--- src/core/alu_pkg.sv ---
// shared types and constants for the arithmetic unit
package alu_pkg;
    localparam int DATA_W   = 16;
    localparam int BYTE_W   = 8;
    localparam int MUL_W    = 17;
    localparam int LIT_W    = 5;
    localparam int NIB_W    = 4;
    localparam int PROD_W   = 32;
    localparam int DIV_STEPS = 16;

    typedef enum logic [3:0] {
        OP_ADD, OP_ADDC, OP_SUB, OP_SUBB, OP_AND, OP_IOR, OP_XOR,
        OP_SHL, OP_LSR, OP_ASR, OP_MUL, OP_DIVU, OP_DIVS, OP_MOV
    } alu_op_t;

    typedef enum logic [2:0] {
        MUL_SS, MUL_UU, MUL_SL, MUL_UL, MUL_US, MUL_SU, MUL_BB
    } mul_mode_t;

    typedef enum logic { SRC_WREG, SRC_MEM } src_sel_t;
    typedef enum logic { DST_WREG, DST_MEM } dst_sel_t;

    typedef struct packed {
        logic c;
        logic z;
        logic n;
        logic ov;
        logic nibble_carry_flag;
    } flags_t;

    typedef struct packed {
        alu_op_t   op;
        mul_mode_t mmode;
        logic      byte_mode;
        src_sel_t  src_a;
        src_sel_t  src_b;
        dst_sel_t  dst;
        logic [LIT_W-1:0] literal;
    } alu_cmd_t;

    localparam flags_t FLAGS_RST = '{c: 1'b0, z: 1'b0, n: 1'b0, ov: 1'b0,
                                     nibble_carry_flag: 1'b0};
    localparam logic [15:0] WORD_ZERO = 16'h0000;
endpackage

--- src/core/alu_core.sv ---
// sixteen-bit arithmetic logic unit with multiplier and divide step hardware
`timescale 1ns/1ns
// Overview of operation
// - datapath for arithmetic and logic is sixteen bits wide
// - supports add, subtract, shifts and bitwise logic
// - arithmetic operands and results are two's complement unless stated
// - updates carry, zero, negative, overflow and nibble carry per operation
// - subtract uses carry as inverted borrow, nibble carry as inverted nibble borrow
// - each operation except divide runs at byte or word width per instruction mode; divide is always word width
// - operands come from working registers or memory, decoder selects
// - result goes to working registers or memory, decoder indicates which
// - dedicated multiplier with two seventeen-bit operands
// - word products in ss, uu, us and su sign modes
// - word times unsigned five-bit literal, signed or unsigned word
// - unsigned byte by unsigned byte multiply
// - hardware division support for sixteen-bit divisor
module alu_core
    import alu_pkg::*;
(
    input  wire logic              ref_clk,
    input  wire logic              rst_n,
    input  wire logic              start,
    input  wire alu_cmd_t          cmd,
    input  wire logic [DATA_W-1:0] wreg_a,
    input  wire logic [DATA_W-1:0] wreg_b,
    input  wire logic [DATA_W-1:0] mem_a,
    input  wire logic [DATA_W-1:0] mem_b,
    input  wire logic [DATA_W-1:0] div_hi,
    output logic      [DATA_W-1:0] result,
    output logic      [DATA_W-1:0] result_hi,
    output logic                   wreg_we,
    output logic                   mem_we,
    output logic                   done,
    output logic                   busy,
    output flags_t                 status_flags_register
);
    typedef enum logic [1:0] { ST_IDLE, ST_DIV, ST_FIN } state_t;

    state_t            state;
    logic [DATA_W-1:0] op_a;
    logic [DATA_W-1:0] op_b;
    logic [PROD_W-1:0] product;
    logic [DATA_W-1:0] next_res;
    flags_t            next_flags;
    logic              c_word;
    logic              c_byte;
    logic              nib_carry;
    logic              sub_op;
    logic              arith_op;
    logic [DATA_W:0]   sum;
    logic [NIB_W:0]    nib_sum;
    logic [BYTE_W:0]   byte_sum;
    logic [DATA_W-1:0] b_eff;
    logic              cin;
    // divider registers
    logic [DATA_W:0]   rem;
    logic [DATA_W-1:0] quo;
    logic [DATA_W-1:0] divisor;
    logic [4:0]        step;
    logic              neg_q;
    logic              neg_r;
    dst_sel_t          dst_hold;
    logic [DATA_W:0]   trial;

    // ======================================================================
    // operand selection
    assign op_a = (cmd.src_a == SRC_MEM) ? mem_a : wreg_a;
    assign op_b = (cmd.src_b == SRC_MEM) ? mem_b : wreg_b;

    alu_multiplier u_mul (
        .a       (op_a),
        .b       (op_b),
        .literal (cmd.literal),
        .mode    (cmd.mmode),
        .product (product)
    );

    // ======================================================================
    // adder and logic
    always_comb begin
        sub_op   = (cmd.op == OP_SUB) || (cmd.op == OP_SUBB);
        arith_op = sub_op || (cmd.op == OP_ADD) || (cmd.op == OP_ADDC);
        b_eff    = sub_op ? ~op_b : op_b;
        // carry as inverted borrow
        cin      = (cmd.op == OP_SUB) ? 1'b1 :
                   ((cmd.op == OP_ADDC) || (cmd.op == OP_SUBB)) ? status_flags_register.c
                                                                : 1'b0;
        sum      = {1'b0, op_a} + {1'b0, b_eff} + {{DATA_W{1'b0}}, cin};
        nib_sum  = {1'b0, op_a[NIB_W-1:0]} + {1'b0, b_eff[NIB_W-1:0]} + {{NIB_W{1'b0}}, cin};
        byte_sum = {1'b0, op_a[BYTE_W-1:0]} + {1'b0, b_eff[BYTE_W-1:0]}
                   + {{BYTE_W{1'b0}}, cin};
        nib_carry = nib_sum[NIB_W];
        c_word   = sum[DATA_W];
        c_byte   = byte_sum[BYTE_W];
        next_res = WORD_ZERO;
        case (cmd.op)
            OP_ADD, OP_ADDC, OP_SUB, OP_SUBB: next_res = sum[DATA_W-1:0];
            OP_AND: next_res = op_a & op_b;
            OP_IOR: next_res = op_a | op_b;
            OP_XOR: next_res = op_a ^ op_b;
            OP_SHL: next_res = op_a << 1;
            OP_LSR: next_res = cmd.byte_mode ? {8'h00, 1'b0, op_a[BYTE_W-1:1]}
                                             : {1'b0, op_a[DATA_W-1:1]};
            OP_ASR: next_res = cmd.byte_mode ? {8'h00, op_a[BYTE_W-1], op_a[BYTE_W-1:1]}
                                             : {op_a[DATA_W-1], op_a[DATA_W-1:1]};
            OP_MUL: next_res = product[DATA_W-1:0];
            OP_MOV: next_res = op_a;
            default: next_res = WORD_ZERO;
        endcase
        if (cmd.byte_mode) begin
            next_res = {8'h00, next_res[BYTE_W-1:0]};
        end
    end

    // flag computation, undefined flags held
    always_comb begin
        next_flags = status_flags_register;
        if (cmd.op != OP_MUL && cmd.op != OP_DIVU && cmd.op != OP_DIVS) begin
            next_flags.z = cmd.byte_mode ? (next_res[BYTE_W-1:0] == 8'h00)
                                         : (next_res == WORD_ZERO);
            next_flags.n = cmd.byte_mode ? next_res[BYTE_W-1] : next_res[DATA_W-1];
        end
        if (arith_op) begin
            next_flags.c  = cmd.byte_mode ? c_byte : c_word;
            next_flags.nibble_carry_flag = nib_carry;
            next_flags.ov = cmd.byte_mode
                ? ((op_a[BYTE_W-1] == b_eff[BYTE_W-1]) && (next_res[BYTE_W-1] != op_a[BYTE_W-1]))
                : ((op_a[DATA_W-1] == b_eff[DATA_W-1]) && (next_res[DATA_W-1] != op_a[DATA_W-1]));
        end
        if (cmd.op == OP_SHL) begin
            next_flags.c = cmd.byte_mode ? op_a[BYTE_W-1] : op_a[DATA_W-1];
        end
        if (cmd.op == OP_LSR || cmd.op == OP_ASR) begin
            next_flags.c = op_a[0];
        end
    end

    // ======================================================================
    // divider: restoring, one quotient bit per cycle
    assign trial = {rem[DATA_W-1:0], quo[DATA_W-1]} - {1'b0, divisor};

    always_ff @(posedge ref_clk or negedge rst_n) begin
        if (!rst_n) begin
            state    <= ST_IDLE;
            rem      <= '0;
            quo      <= WORD_ZERO;
            divisor  <= WORD_ZERO;
            step     <= 5'h00;
            neg_q    <= 1'b0;
            neg_r    <= 1'b0;
            dst_hold <= DST_WREG;
        end else begin
            case (state)
                ST_IDLE: begin
                    if (start && (cmd.op == OP_DIVU || cmd.op == OP_DIVS)) begin
                        state    <= ST_DIV;
                        step     <= 5'h00;
                        rem      <= '0;
                        dst_hold <= cmd.dst;
                        if (cmd.op == OP_DIVS) begin
                            quo     <= op_a[DATA_W-1] ? -op_a : op_a;
                            divisor <= op_b[DATA_W-1] ? -op_b : op_b;
                            neg_q   <= op_a[DATA_W-1] ^ op_b[DATA_W-1];
                            neg_r   <= op_a[DATA_W-1];
                        end else begin
                            quo     <= op_a;
                            divisor <= op_b;
                            neg_q   <= 1'b0;
                            neg_r   <= 1'b0;
                        end
                    end
                end
                ST_DIV: begin
                    if (!trial[DATA_W]) begin
                        rem <= trial;
                        quo <= {quo[DATA_W-2:0], 1'b1};
                    end else begin
                        rem <= {rem[DATA_W-1:0], quo[DATA_W-1]};
                        quo <= {quo[DATA_W-2:0], 1'b0};
                    end
                    step <= step + 5'h01;
                    if (step == 5'(DIV_STEPS - 1)) begin
                        state <= ST_FIN;
                    end
                end
                ST_FIN: state <= ST_IDLE;
                default: state <= ST_IDLE;
            endcase
        end
    end

    // ======================================================================
    // outputs
    always_ff @(posedge ref_clk or negedge rst_n) begin
        if (!rst_n) begin
            result                <= WORD_ZERO;
            result_hi             <= WORD_ZERO;
            wreg_we               <= 1'b0;
            mem_we                <= 1'b0;
            done                  <= 1'b0;
            busy                  <= 1'b0;
            status_flags_register <= FLAGS_RST;
        end else begin
            wreg_we <= 1'b0;
            mem_we  <= 1'b0;
            done    <= 1'b0;
            if (state == ST_IDLE && start && cmd.op != OP_DIVU && cmd.op != OP_DIVS) begin
                result    <= next_res;
                result_hi <= (cmd.op == OP_MUL) ? product[PROD_W-1:DATA_W] : WORD_ZERO;
                wreg_we   <= (cmd.dst == DST_WREG);
                mem_we    <= (cmd.dst == DST_MEM);
                done      <= 1'b1;
                status_flags_register <= next_flags;
            end else if (state == ST_IDLE && start) begin
                busy <= 1'b1;
            end else if (state == ST_FIN) begin
                result    <= neg_q ? -quo : quo;
                result_hi <= neg_r ? -rem[DATA_W-1:0] : rem[DATA_W-1:0];
                wreg_we   <= (dst_hold == DST_WREG);
                mem_we    <= (dst_hold == DST_MEM);
                done      <= 1'b1;
                busy      <= 1'b0;
            end
        end
    end

    // ======================================================================
    // checks
    chk_write_one_dst: assert property (@(posedge ref_clk) disable iff (!rst_n)
        !(wreg_we && mem_we)) else $error("both destinations written");
    chk_done_has_we: assert property (@(posedge ref_clk) disable iff (!rst_n)
        done |-> (wreg_we || mem_we)) else $error("done without write");
    chk_byte_upper_zero: assert property (@(posedge ref_clk) disable iff (!rst_n)
        (start && state == ST_IDLE && cmd.byte_mode && cmd.op != OP_DIVU && cmd.op != OP_DIVS)
        |=> result[DATA_W-1:BYTE_W] == 8'h00) else $error("byte result upper set");
    chk_zero_flag_word: assert property (@(posedge ref_clk) disable iff (!rst_n)
        (start && state == ST_IDLE && !cmd.byte_mode && cmd.op == OP_AND)
        |=> status_flags_register.z == (result == WORD_ZERO)) else $error("zero flag wrong");
    chk_flags_kept_mul: assert property (@(posedge ref_clk) disable iff (!rst_n)
        (start && state == ST_IDLE && cmd.op == OP_MUL)
        |=> $stable(status_flags_register)) else $error("multiply changed flags");
    chk_sub_no_borrow: assert property (@(posedge ref_clk) disable iff (!rst_n)
        (start && state == ST_IDLE && cmd.op == OP_SUB && !cmd.byte_mode && op_a >= op_b)
        |=> status_flags_register.c) else $error("borrow wrong on subtract");
    chk_mul_uu_value: assert property (@(posedge ref_clk) disable iff (!rst_n)
        (start && state == ST_IDLE && cmd.op == OP_MUL && cmd.mmode == MUL_UU && !cmd.byte_mode)
        |=> {result_hi, result} == 32'($past(op_a)) * 32'($past(op_b)))
        else $error("uu product");
    chk_div_latency: assert property (@(posedge ref_clk) disable iff (!rst_n)
        (start && state == ST_IDLE && cmd.op == OP_DIVU) |-> ##18 done)
        else $error("divide not done in time");
    cov_div: cover property (@(posedge ref_clk) state == ST_FIN);
    cov_byte_add: cover property (@(posedge ref_clk) start && cmd.byte_mode && cmd.op == OP_ADD);
    cov_mul_bb: cover property (@(posedge ref_clk) start && cmd.op == OP_MUL && cmd.mmode == MUL_BB);
endmodule

--- src/core/alu_multiplier.sv ---
// 17x17 signed multiplier with operand sign extension per mode
`timescale 1ns/1ns
module alu_multiplier
    import alu_pkg::*;
(
    input  wire logic [DATA_W-1:0] a,
    input  wire logic [DATA_W-1:0] b,
    input  wire logic [LIT_W-1:0]  literal,
    input  wire mul_mode_t         mode,
    output logic      [PROD_W-1:0] product
);
    logic signed [MUL_W-1:0]   op_a;
    logic signed [MUL_W-1:0]   op_b;
    logic signed [2*MUL_W-1:0] full;

    always_comb begin
        op_a = {1'b0, a};
        op_b = {1'b0, b};
        case (mode)
            MUL_SS: begin
                op_a = {a[DATA_W-1], a};
                op_b = {b[DATA_W-1], b};
            end
            MUL_SL: begin
                op_a = {a[DATA_W-1], a};
                op_b = {{(MUL_W-LIT_W){1'b0}}, literal};
            end
            MUL_UL: op_b = {{(MUL_W-LIT_W){1'b0}}, literal};
            MUL_US: op_b = {b[DATA_W-1], b};
            MUL_SU: op_a = {a[DATA_W-1], a};
            MUL_BB: begin
                op_a = {{(MUL_W-BYTE_W){1'b0}}, a[BYTE_W-1:0]};
                op_b = {{(MUL_W-BYTE_W){1'b0}}, b[BYTE_W-1:0]};
            end
            default: ;
        endcase
        full    = op_a * op_b;
        product = full[PROD_W-1:0];
    end
endmodule

--- config.mk ---
export PLATFORM = sky130hd
export DESIGN_NAME = alu_core
export DESIGN_NICKNAME = d
export VERILOG_FILES = /design/src/core/alu_pkg.sv /design/src/core/alu_core.sv /design/src/core/alu_multiplier.sv
export SDC_FILE = /design/constraint.sdc
export NUM_CORES = 1
export LEC_CHECK = 0
export BUFFER_PORTS_ARGS = -buffer_cell sky130_fd_sc_hd__clkbuf_2
export CELL_PAD_IN_SITES_DETAIL_PLACEMENT = 0
export CELL_PAD_IN_SITES_GLOBAL_PLACEMENT = 1
export CORE_MARGIN = 5
export CORE_UTILIZATION = 44
export CTS_BUF_LIST = sky130_fd_sc_hd__clkbuf_4 sky130_fd_sc_hd__clkbuf_8 sky130_fd_sc_hd__clkbuf_16
export CTS_CLUSTER_SIZE = 24
export DETAILED_ROUTE_END_ITERATION = 8
export PLACE_DENSITY_LB_ADDON = 0.08
export SYNTH_ARGS = -nofsm -noshare
export SYNTH_HDL_FRONTEND = slang
export SYNTH_HIERARCHICAL = 1
export SYNTH_SLANG_ARGS = --single-unit
export TNS_END_PERCENT = 5
--- constraint.sdc ---
create_clock -name ref_clk -period 2.85 [get_ports ref_clk]
set_input_delay 0 -clock ref_clk [delete_from_list [all_inputs] [get_ports ref_clk]]
set_output_delay 0 -clock ref_clk [all_outputs]
set_load 0.02 [all_outputs]
## Yosys cells after proc, flatten, opt, wreduce, memory -nomap -nowiden

Cells that the tools add are included.

| operators by class | value |
|---|---|
| bitwise logic cells | 8 |
| reduce and logical (&&, ||, !) cells | 35 |
| equal/unequal tests | 31 |
| muxes and demuxes | 56 |
| $mul | 1 |
| add/subtract/negate cells | 12 |

Operators by type and width:

| kind | number |
|---|---|
| $mux W16 | 21 |
| $pmux W16 S9 | 1 |
| $neg A16 Y16 | 4 |
| $pmux W16 S2 | 2 |
| $pmux W17 S3 | 1 |
| $pmux W17 S2 | 1 |
| $mul A17 B17 Y32 | 1 |
| $eq A4 B4 Y1 const B | 6 |
| $mux W1 | 24 |
| $add A16 B16 Y17 | 1 |
| $add A17 B1 Y17 | 1 |
| $sub A17 B16 Y17 | 1 |
| $and A16 B16 Y16 | 1 |
| $eq A4 B3 Y1 const B | 4 |
| $logic_not A16 Y1 | 1 |
| $not A16 Y16 | 1 |
| $or A16 B16 Y16 | 1 |
| $reduce_and A2 Y1 | 8 |
| $xor A16 B16 Y16 | 1 |
| $mux W15 | 1 |
| $ne A4 B4 Y1 const B | 3 |
| $pmux W5 S2 | 1 |
| $add A8 B8 Y9 | 1 |
| $add A9 B1 Y9 | 1 |
| 30 further kinds | 55 |

| word-level totals | value |
|---|---|
| flip-flop bits (word level) | 99 |
| input bits | 99 |
| output and inout port bits | 41 |
| logic and storage cells | 162 |

## Depth between registers and ports, before layout

Gate-level depths: netlist of the first run.

| logic depth | value |
|---|---|
| depth in word-level cells | 10 |
| depth in mapped cells | 34 |
| gate-level depth less buffers | 32 |

## By module

Netlist of the first run, hierarchy kept.

By module, submodules not included:

| module | area each (µm²) | sequential area each (µm²) | times used | cells an instance |
|---|---|---|---|---|
| alu_multiplier | 10892.9 | 0.0 | 1 | 1276 |
| alu_core | 8997.4 | 2477.4 | 1 | 1081 |

## Worst setup path before layout of the first run

OpenSTA, ideal clock, no wires.

| timing | value |
|---|---|
| path type | input-to-reg |
| start point | input port cmd[6] (netlist name) |
| end point | register status_flags_register[3] (netlist name) |
| cell stages on the path | 32 |
| library setup time | 0.103 ns |
| path slack | -4.640 ns |
| arrival time | 7.387 ns |
| data required time | 2.747 ns |
| path through | clkbuf_1 -> buf_1 -> mux2i_1 -> inv_1 -> mux2i_1 -> clkbuf_1 -> nor2b_1 -> ha_1 -> inv_1 -> fa_1 -> fa_1 -> inv_1 -> ha_1 -> inv_1 -> fa_1 -> inv_1 -> ha_1 -> o21a_1 -> o31a_1 -> o21ai_0 -> a21boi_0 -> o21a_1 -> o21a_1 -> o21a_1 -> o31a_1 -> a22o_1 -> a221o_1 -> o21ai_0 -> nand2_1 -> nor4bb_1 -> or4b_1 -> o41ai_2 |

RTL lines:

| what | RTL line | RTL |
|---|---|---|
| start, declared | alu_core.sv:23 | `input wire alu_cmd_t cmd,` |
| $mux W16 | alu_core.sv:68 | `assign op_b = (cmd.src_b == SRC_MEM) ? mem_b : wreg_b;` |
| via op_b[1] | alu_core.sv:41 | `logic [DATA_W-1:0] op_b;` |
| $pmux W17 S3 | alu_multiplier.sv:19 | `case (mode)` |
| $mul A17 B17 Y32 | alu_multiplier.sv:37 | `full = op_a * op_b;` |
| via product[14] | alu_core.sv:42 | `logic [PROD_W-1:0] product;` |
| $pmux W16 S9 | alu_core.sv:96 | `case (cmd.op)` |
| $mux W16 | alu_core.sv:110 | `if (cmd.byte_mode) begin` |
| $logic_not A16 Y1 | alu_core.sv:120 | `: (next_res == WORD_ZERO);` |
| $mux W1 | alu_core.sv:119 | `next_flags.z = cmd.byte_mode ? (next_res[BYTE_W-1:0] == 8'h00)` |
| end signal, assigned | alu_core.sv:213 | `status_flags_register <= next_flags;` |
| end, declared | alu_core.sv:35 | `output flags_t status_flags_register` |

The timed path passes the listed nets, and every way through them passes these cells.
A chain may end at the register's enable or synchronous reset.

## Final worst setup path of the first run

| timing | value |
|---|---|
| start point | input port cmd[7] (netlist name) |
| end point | register status_flags_register[3] (netlist name) |

| between the ends | value |
|---|---|
| word-level cells in the longest chain between the ends | 7 |

RTL lines:

| what | RTL line | RTL |
|---|---|---|
| $mux W16 | alu_core.sv:67 | `assign op_a = (cmd.src_a == SRC_MEM) ? mem_a : wreg_a;` |
| via op_a[7] | alu_core.sv:40 | `logic [DATA_W-1:0] op_a;` |
| $pmux W17 S2 | alu_multiplier.sv:19 |  |
| $mul A17 B17 Y32 | alu_multiplier.sv:37 |  |
| via product[14] | alu_core.sv:42 |  |
| $pmux W16 S9 | alu_core.sv:96 |  |
| $mux W16 | alu_core.sv:110 |  |
| $logic_not A16 Y1 | alu_core.sv:120 |  |
| $mux W1 | alu_core.sv:119 |  |

The timed path passes the listed nets, and every way through them passes these cells.

==> out/metrics.yaml, run 1 <==
drv_slew: 0
fin_cells: 3422
path_max_fanout: 10
synth.distinct_cells: 81
post-route-util_pct: 56.0
worst_pin_slew_ps: 1400
fmaxAchievable_ghz: 0.151
place_hpwl_mm: 63.4
final_nets: 3351
first_global_vias: 19400
wirelength_mm: 74.4
place_ws_ps: -4380
cts_tree: "done"
cp_data_required_time_ps: 3110
max_slew_margin_pct: 5.15
p_leak_nw: 12.8
synth-main-ff-cell: "dfrtp_1"
synth_nets: 2892
ys_seq_area_share_pct: 12.5
cts_buffers: 9
clock_latency_ps: 370
clock-sinks: 99
finalSetupViolations: 34
final_antenna_net_count: 0
fp-row-count: 78
min_path_type: "in2reg"
grtUsageTotal_pct: 29.7
power_mw: 35.8
drive_gt1_share_pct: 25.4
worst_setup_path_end_kind: "flop"
synth_seq_cells: 99
die-area_um2: 49600
cap_violations: 0
portBuffers: 123
core_um2: 45100
die_w_um: 223
grt_pass1_wl_mm: 114
synth_edf_count: 0
placed_cells: 3389
grt-ovfl-total: 0
gp_congestion: 0.945
antenna_found_initial: 2
grt_max_degree: 57
worst_clock_skew_ps: 11.5
avgRoutedWirePerCell_um: 21.7
powerDensity_nw_per_um2: 1420
cts_max_path_buffers: 2
violations: "negative setup slack"
drt_iter0_markers: 1385
worstSetupStartpointType: "input port"
status: "finished with violations"
start_util_pct: 44.1
min_period_ps: 6610
syn_inst: 2357
h-tree-depth: 3
area_growth_pct: 27.0
setup-tns-final_ps: -93890
finalHoldViolCount: 0
pin_count: 140
cp.arrival_ps: 6880
vias: 18600
fin_crit_sh_pct: 232
dr.pass1.iters: 8
die_h_um: 223
irDropWorstVdd_v: 0.00118
path_clk_slew_ps: 70
clockRootBuffer: "clkbuf_16"
setup_slack_ps: -3760
async_flop_share_pct: 100
viasPerCell: 5.43
ys_warn_count: 6
rsz0062_at_grt: "true"
post-route-drc-count: 0
critPathKind: "in2reg"
avgSynthCellArea_um2: 8.44
synthesis.area_um2: 19900
==> timing repair <==
action / in CTS / in global routing
endpoints found under the setup margin: 40 / 51
hold buffers: 2 / 0
cloned: 1 / 0
pin swaps: 48 / 10
buffers inserted: 13 / 2
resized for setup: 87 / 43
endpoints found under the hold margin: 58 / 0
==> critical path: stages <==
cell and delay (ps):
clkbuf_2 100, buf_12 160, mux2i_4 270, clkinvlp_4 330
and3_1 290, fa_1 530, inv_1 50, fa_1 490
fa_1 430, fa_1 490, inv_1 50, fa_1 530
inv_1 50, fa_1 510, inv_2 50, ha_4 250
o21a_1 120, o21a_1 170, o31a_1 260, a22o_1 210
a221o_1 330, o21ai_2 140, nand2_1 80, nor4bb_1 250
or4b_4 500, o41ai_4 220
==> stage by stage <==
| step | hold slack [ps] | area [um2] |
|---|---|---|
| 6_report | 87.9 | 25300 |
| 5_1_grt | 92.0 | 25300 |
| 4_1_cts | 96.8 | 25100 |
| 3_5_place_dp | 105 | 24300 |
| 3_3_place_gp | 102 | 24300 |
| 2_1_floorplan | -296 | 20200 |
==> cells in the final DEF, fill, tap and decap left out, types with 9 or more instances in the layout <==
| cell | instances |
|---|---|
| a21o_1 | 25 |
| a211oi_1 | 11 |
| buf_4 | 402 |
| and3_1 | 47 |
| or3_1 | 9 |
| clkbuf_2 | 121 |
| nand2_1 | 244 |
| o21a_1 | 14 |
| a221o_1 | 11 |
| inv_1 | 401 |
| nor3_1 | 13 |
| a31oi_1 | 26 |
| clkbuf_16 | 9 |
| buf_12 | 12 |
| nor2_1 | 174 |
| o31ai_1 | 10 |
| buf_6 | 14 |
| o21ai_0 | 106 |
| o22ai_1 | 14 |
| fa_2 | 9 |
| nand3_1 | 45 |
| and2_1 | 29 |
| nand2b_1 | 19 |
| a22oi_1 | 27 |
| mux2i_1 | 31 |
| inv_2 | 19 |
| xor2_1 | 35 |
| dfrtp_1 | 99 |
| a21oi_1 | 62 |
| a21oi_2 | 10 |
| a222oi_1 | 10 |
| fa_1 | 276 |
| mux2i_4 | 16 |
| ha_1 | 143 |
| xnor2_1 | 88 |
| nor2b_1 | 32 |
==> Yosys cell counts, types with 13 or more instances <==
cell / instances / area, um2
nand3_1: 46 / 230
nand2_1: 253 / 950
xor2_1: 35 / 307
dfrtp_1: 99 / 2480
nor2_1: 177 / 664
mux2i_1: 48 / 480
fa_1: 285 / 5710
inv_1: 419 / 1570
clkbuf_1: 86 / 323
a22oi_1: 28 / 210
nand2b_1: 21 / 131
nor2b_1: 33 / 206
nor3_1: 13 / 65.1
o21a_1: 14 / 105
o22ai_1: 14 / 87.6
xnor2_1: 91 / 797
ha_1: 151 / 1890
and2_1: 38 / 238
a21oi_1: 73 / 365
a21o_1: 25 / 188
and3_1: 49 / 307
a31oi_1: 27 / 169
o21ai_0: 119 / 596
==> layer usage <==
layer | track usage [%] | share of wire [%] | up-vias
li1 | - | - | 8561
met1 | 42.5 | 45 | 9318
met2 | 47.8 | 46 | 619
met3 | 4.65 | 6.7 | 97
met4 | 7.21 | 2.7 | 0
met5 | 0 | 0 | -
==> flip-flops by register name, summed over array words and instances (netlist names) <==
signal / flops
divisor: 16
quo: 16
rem: 16
result: 16
result_hi: 16
status_flags_register: 5
step: 5
state: 2
busy: 1
done: 1
dst_hold: 1
mem_we: 1
neg_q: 1
neg_r: 1
wreg_we: 1
==> worst paths after layout <==
path / to / from / depth (start not counted) / slack [ps]
max in group asynchronous: rem[9] / rst_n / 3 / 1900
setup reg to reg: status_flags_register[3] / status_flags_register[4] / 14 / -870
hold / removal: status_flags_register[1] / cmd[8] / 3 / 90
hold reg to reg: divisor[11] / divisor[11] / 2 / 480
setup / recovery: status_flags_register[3] / cmd[7] / 26 / -3760
min in group asynchronous: status_flags_register[1] / rst_n / 2 / 230
==> logic make-up after synthesis <==
kind of cell               count (synthesis)  synth area share, %
AOI/OAI and AO/OA                        415                 13.8
xor gates and xnor gates                 126                 5.55
adders and majority gates                436                 38.2
buffers and inverters                    527                 10.1
DFF                                       99                 12.5
muxes                                     65                 3.62
and+or+nand+nor                          689                 16.3
==> power by group <==
| group | total, mW | switching (mW) | internal [mW] |
|---|---|---|---|
| sequential | 2.61 | 0.587 | 2.02 |
| combinational | 31.9 | 16.8 | 15.1 |
| clock | 1.26 | 0.624 | 0.636 |
| total | 35.8 | 18.0 | 17.8 |
==> cell type report <==
type | instances | area (um2)
Antenna cell | 1 | 2.50
Clock buffer | 10 | 239
Clock inverter | 6 | 56.3
Fill cell | 4299 | 19800
Inverter | 423 | 1600
Multi-Input combinational cell | 1731 | 16100
Sequential cell | 99 | 2480
Tap cell | 600 | 751
Timing Repair Buffer | 552 | 4070
Note: power is estimated with default switching activity, not from simulation.
==> run 2: changes to the inputs <==
--- a/config.mk
+++ b/config.mk
@@ -16,6 +16,5 @@
 export PLACE_DENSITY_LB_ADDON = 0.08
 export SYNTH_ARGS = -nofsm -noshare
 export SYNTH_HDL_FRONTEND = slang
-export SYNTH_HIERARCHICAL = 1
 export SYNTH_SLANG_ARGS = --single-unit
 export TNS_END_PERCENT = 5
==> run 2 against run 1 <==
Highest routed layer unchanged. Die area decreased by 1.8%. Largest cell class unchanged. Utilization increased by 2.1 points. Via count increased by 0.34%. Clock-buffer cell count unchanged. Critical endpoint is now result_hi[14]. First-iteration DRC count increased by 22%. Critical path depth decreased by 1. The run still ends with negative setup slack left. Synthesized cell count decreased by 2.2%.
==> out/metrics.yaml, run 2 <==
dr.pass1.iters: 5  # -3
fillers: 4186  # -2.6%
synth.distinct_cells: 88  # +8.6%
grt-ovfl-total: 0  # unchanged
min_path_type: "in2reg"
final_nets: 3372  # +0.63%
portBuffers: 123  # unchanged
yosys.area.top_type: "fa_1"
wirelength_mm: 76.5  # +2.8%
final_cell_mix: "buf_4 (455), inv_1 (354), fa_1 (272), nand2_1 (257), nor2_1 (234)"
clock_latency_ps: 370  # about the same
synth_seq_cells: 99  # unchanged
worstSetupStartpointType: "input port"
yosysTopAreaCellShare_pct: 29.2  # +0.56 points
mostFrequentLayoutCell: "buf_4"
finalSetupViolations: 50  # +47%
crit_top_cell: "fa_1"
synth.most_common_cell: "inv_1"
status: "finished with violations"
worst_pin_slew_ps: 898  # -506 ps
setup_slack_ps: -3070  # +692 ps
crit_path_top_delay_cell: "fa_1"
timing.rr.start: "status_flags_register[4]"
synthesis.area_um2: 19500  # -1.9%
powerDensity_nw_per_um2: 1480  # +4.4%
cp_data_required_time_ps: 3100  # about the same
cts_max_path_buffers: 2  # unchanged
worst_clock_skew_ps: 14.8  # +3.30 ps
synth_edf_count: 0  # unchanged
grtUsageTotal_pct: 31.7  # +2.0 points
fin_crit_sh_pct: 208  # -24 points
die-area_um2: 48600  # -1.8%
p_leak_nw: 12.4  # -2.4%
die_h_um: 221  # -0.93%
ys_warn_count: 0  # -6
drive_gt1_share_pct: 29.3  # +4.0 points
first_global_vias: 19300  # -0.17%
cp.arrival_ps: 6170  # -710 ps
place_hpwl_mm: 64.8  # +2.2%
fmaxAchievable_ghz: 0.169  # +12%
finalHoldViolCount: 0  # unchanged
core_um2: 44000  # -2.4%
power_mw: 37.8  # +5.7%
min-delay-start: "start"
clock-sinks: 99  # unchanged
avgSynthCellArea_um2: 8.46  # +0.28%
drt_iter0_markers: 1687  # +22%
ys_seq_area_share_pct: 12.7  # +0.25 points
min_period_ps: 5920  # -692 ps
h-tree-depth: 3  # unchanged
cts_buffers: 9  # unchanged
grt_pass1_wl_mm: 116  # +1.6%
async_flop_share_pct: 100  # unchanged
gp_congestion: 1.03  # +8.8%
max_slew_margin_pct: 40.1  # +35 points
syn_inst: 2305  # -2.2%
cts_tree: "done"
synth-main-ff-cell: "dfrtp_1"
worst_setup_path_end_kind: "flop"
path_max_fanout: 7  # -3
synth_nets: 2840  # -1.8%
die_w_um: 221  # -0.93%
synthTopCellsByCount: "inv_1 (371), fa_1 (285), nand2_1 (276), nor2_1 (251), ha_1 (151)"
area_growth_pct: 31.1
grt_max_degree: 68  # +19%
antenna_found_initial: 1  # -1
pin_count: 140  # unchanged
holdPathStages: 5  # +2
synth_area_leaders: "fa_1 (29%), dfrtp_1 (13%), ha_1 (9.7%)"
rsz0062_at_grt: "true"
post-route-drc-count: 0  # unchanged
path_clk_slew_ps: 80  # about the same
viasPerCell: 5.43  # about the same
vias: 18700  # +0.34%
fp-row-count: 77  # -1.3%
final_antenna_net_count: 0  # unchanged
max_stage_delay_ps: 580  # +50 ps
start_util_pct: 44.3  # +0.19 points
startpoint: "cmd[10]"
violations: "negative setup slack"
clockRootBuffer: "clkbuf_16"
avgRoutedWirePerCell_um: 22.3  # +2.4%
worst-r2r-cell-count: 14  # unchanged
critPathKind: "in2reg"
drv_slew: 0  # unchanged
irDropWorstVdd_v: 0.00141  # +19%
cap_violations: 0  # unchanged
setup-tns-final_ps: -87480  # +6410 ps
## run 2: changes by cell type in the layout (fill, tap and decap cells not counted), moves of 13 or more
cell	delta
buf_4	+53
nand3_1	-14
nor2b_1	-18
inv_1	-47
o21ai_1	+18
o21ai_0	-15
and3_1	-29
nand2_1	+13
and2_1	-24
nor2_1	+60
## run 2: final cells by class
| class | instances | area (um2) | area share, % |
|---|---|---|---|
| Clock buffer | 10 | 233 | 0.910 |
| Timing Repair Buffer | 616 | 4640 | 18.1 |
| Inverter | 384 | 1460 | 5.73 |
| Tap cell | 592 | 741 | 2.90 |
| Antenna cell | 1 | 2.50 | 0.00979 |
| Multi-Input combinational cell | 1727 | 16000 | 62.4 |
| Sequential cell | 99 | 2480 | 9.69 |
| Clock inverter | 6 | 48.8 | 0.191 |
## run 2: power by group
group	total [mW]	internal [mW]	switching [mW]
clock network	1.23	0.616	0.610
logic	34.1	16.2	17.9
registers	2.55	2.02	0.528
total	37.8	18.8	19.0
## run 2: logic make-up after synthesis
family                     synth area share, %
AOI/OAI and AO/OA                         14.1
xor gates and xnor gates                  5.34
adders and majority gates                 38.9
buffers and inverters                     9.58
DFF                                       12.7
muxes                                     4.02
and+or+nand+nor                           15.3
## run 2: per-stage QoR
stage               cell area, um2  worst slack [ps]  std cells  hold slack (ps)  utilization [%]
floorplan                    19800             -3190       2305             -296                -
global placement             24300             -3750       3385              166             55.1
detailed placement           24300             -3840       3385              166             55.1
CTS                          25300             -3180       3430              147             57.5
global route                 25600             -3300       3435              197             58.1
finish                       25600             -3070       3435              168             58.1
## run 2: path summary, 6_finish.rpt
kind	end	slack (ps)
max	result_hi[14]	-3070
min	status_flags_register[2]	170
max reg2reg	result[13]	-810
min reg2reg	wreg_we	470
max in group asynchronous	result_hi[1]	1770
min in group asynchronous	result[2]	270
## run 2: critical path, delay by kind of cell
kind	cells	cell delay [ps]
compound gates	6	1120
fa+ha+maj	7	3290
buf+inv	6	630
mux	1	210
simple gates	5	920
## run 2: repair_timing
action | in CTS | in global routing
hold endpoints to repair | 68 | 0
setup endpoints to repair | 51 | 51
pin swaps | 59 | 24
setup buffers | 27 | 4
gates resized for setup | 132 | 68
hold buffers | 2 | 0
## run 2: routing by layer
metal / part of all wire (%) / vias up / track usage, %
met4: 3.9 / 0 / 10.2
met1: 42 / 9322 / 43.4
met2: 47 / 644 / 52.9
met5: 0 / - / 0
li1: - / 8569 / -
met3: 6.4 / 124 / 3.64
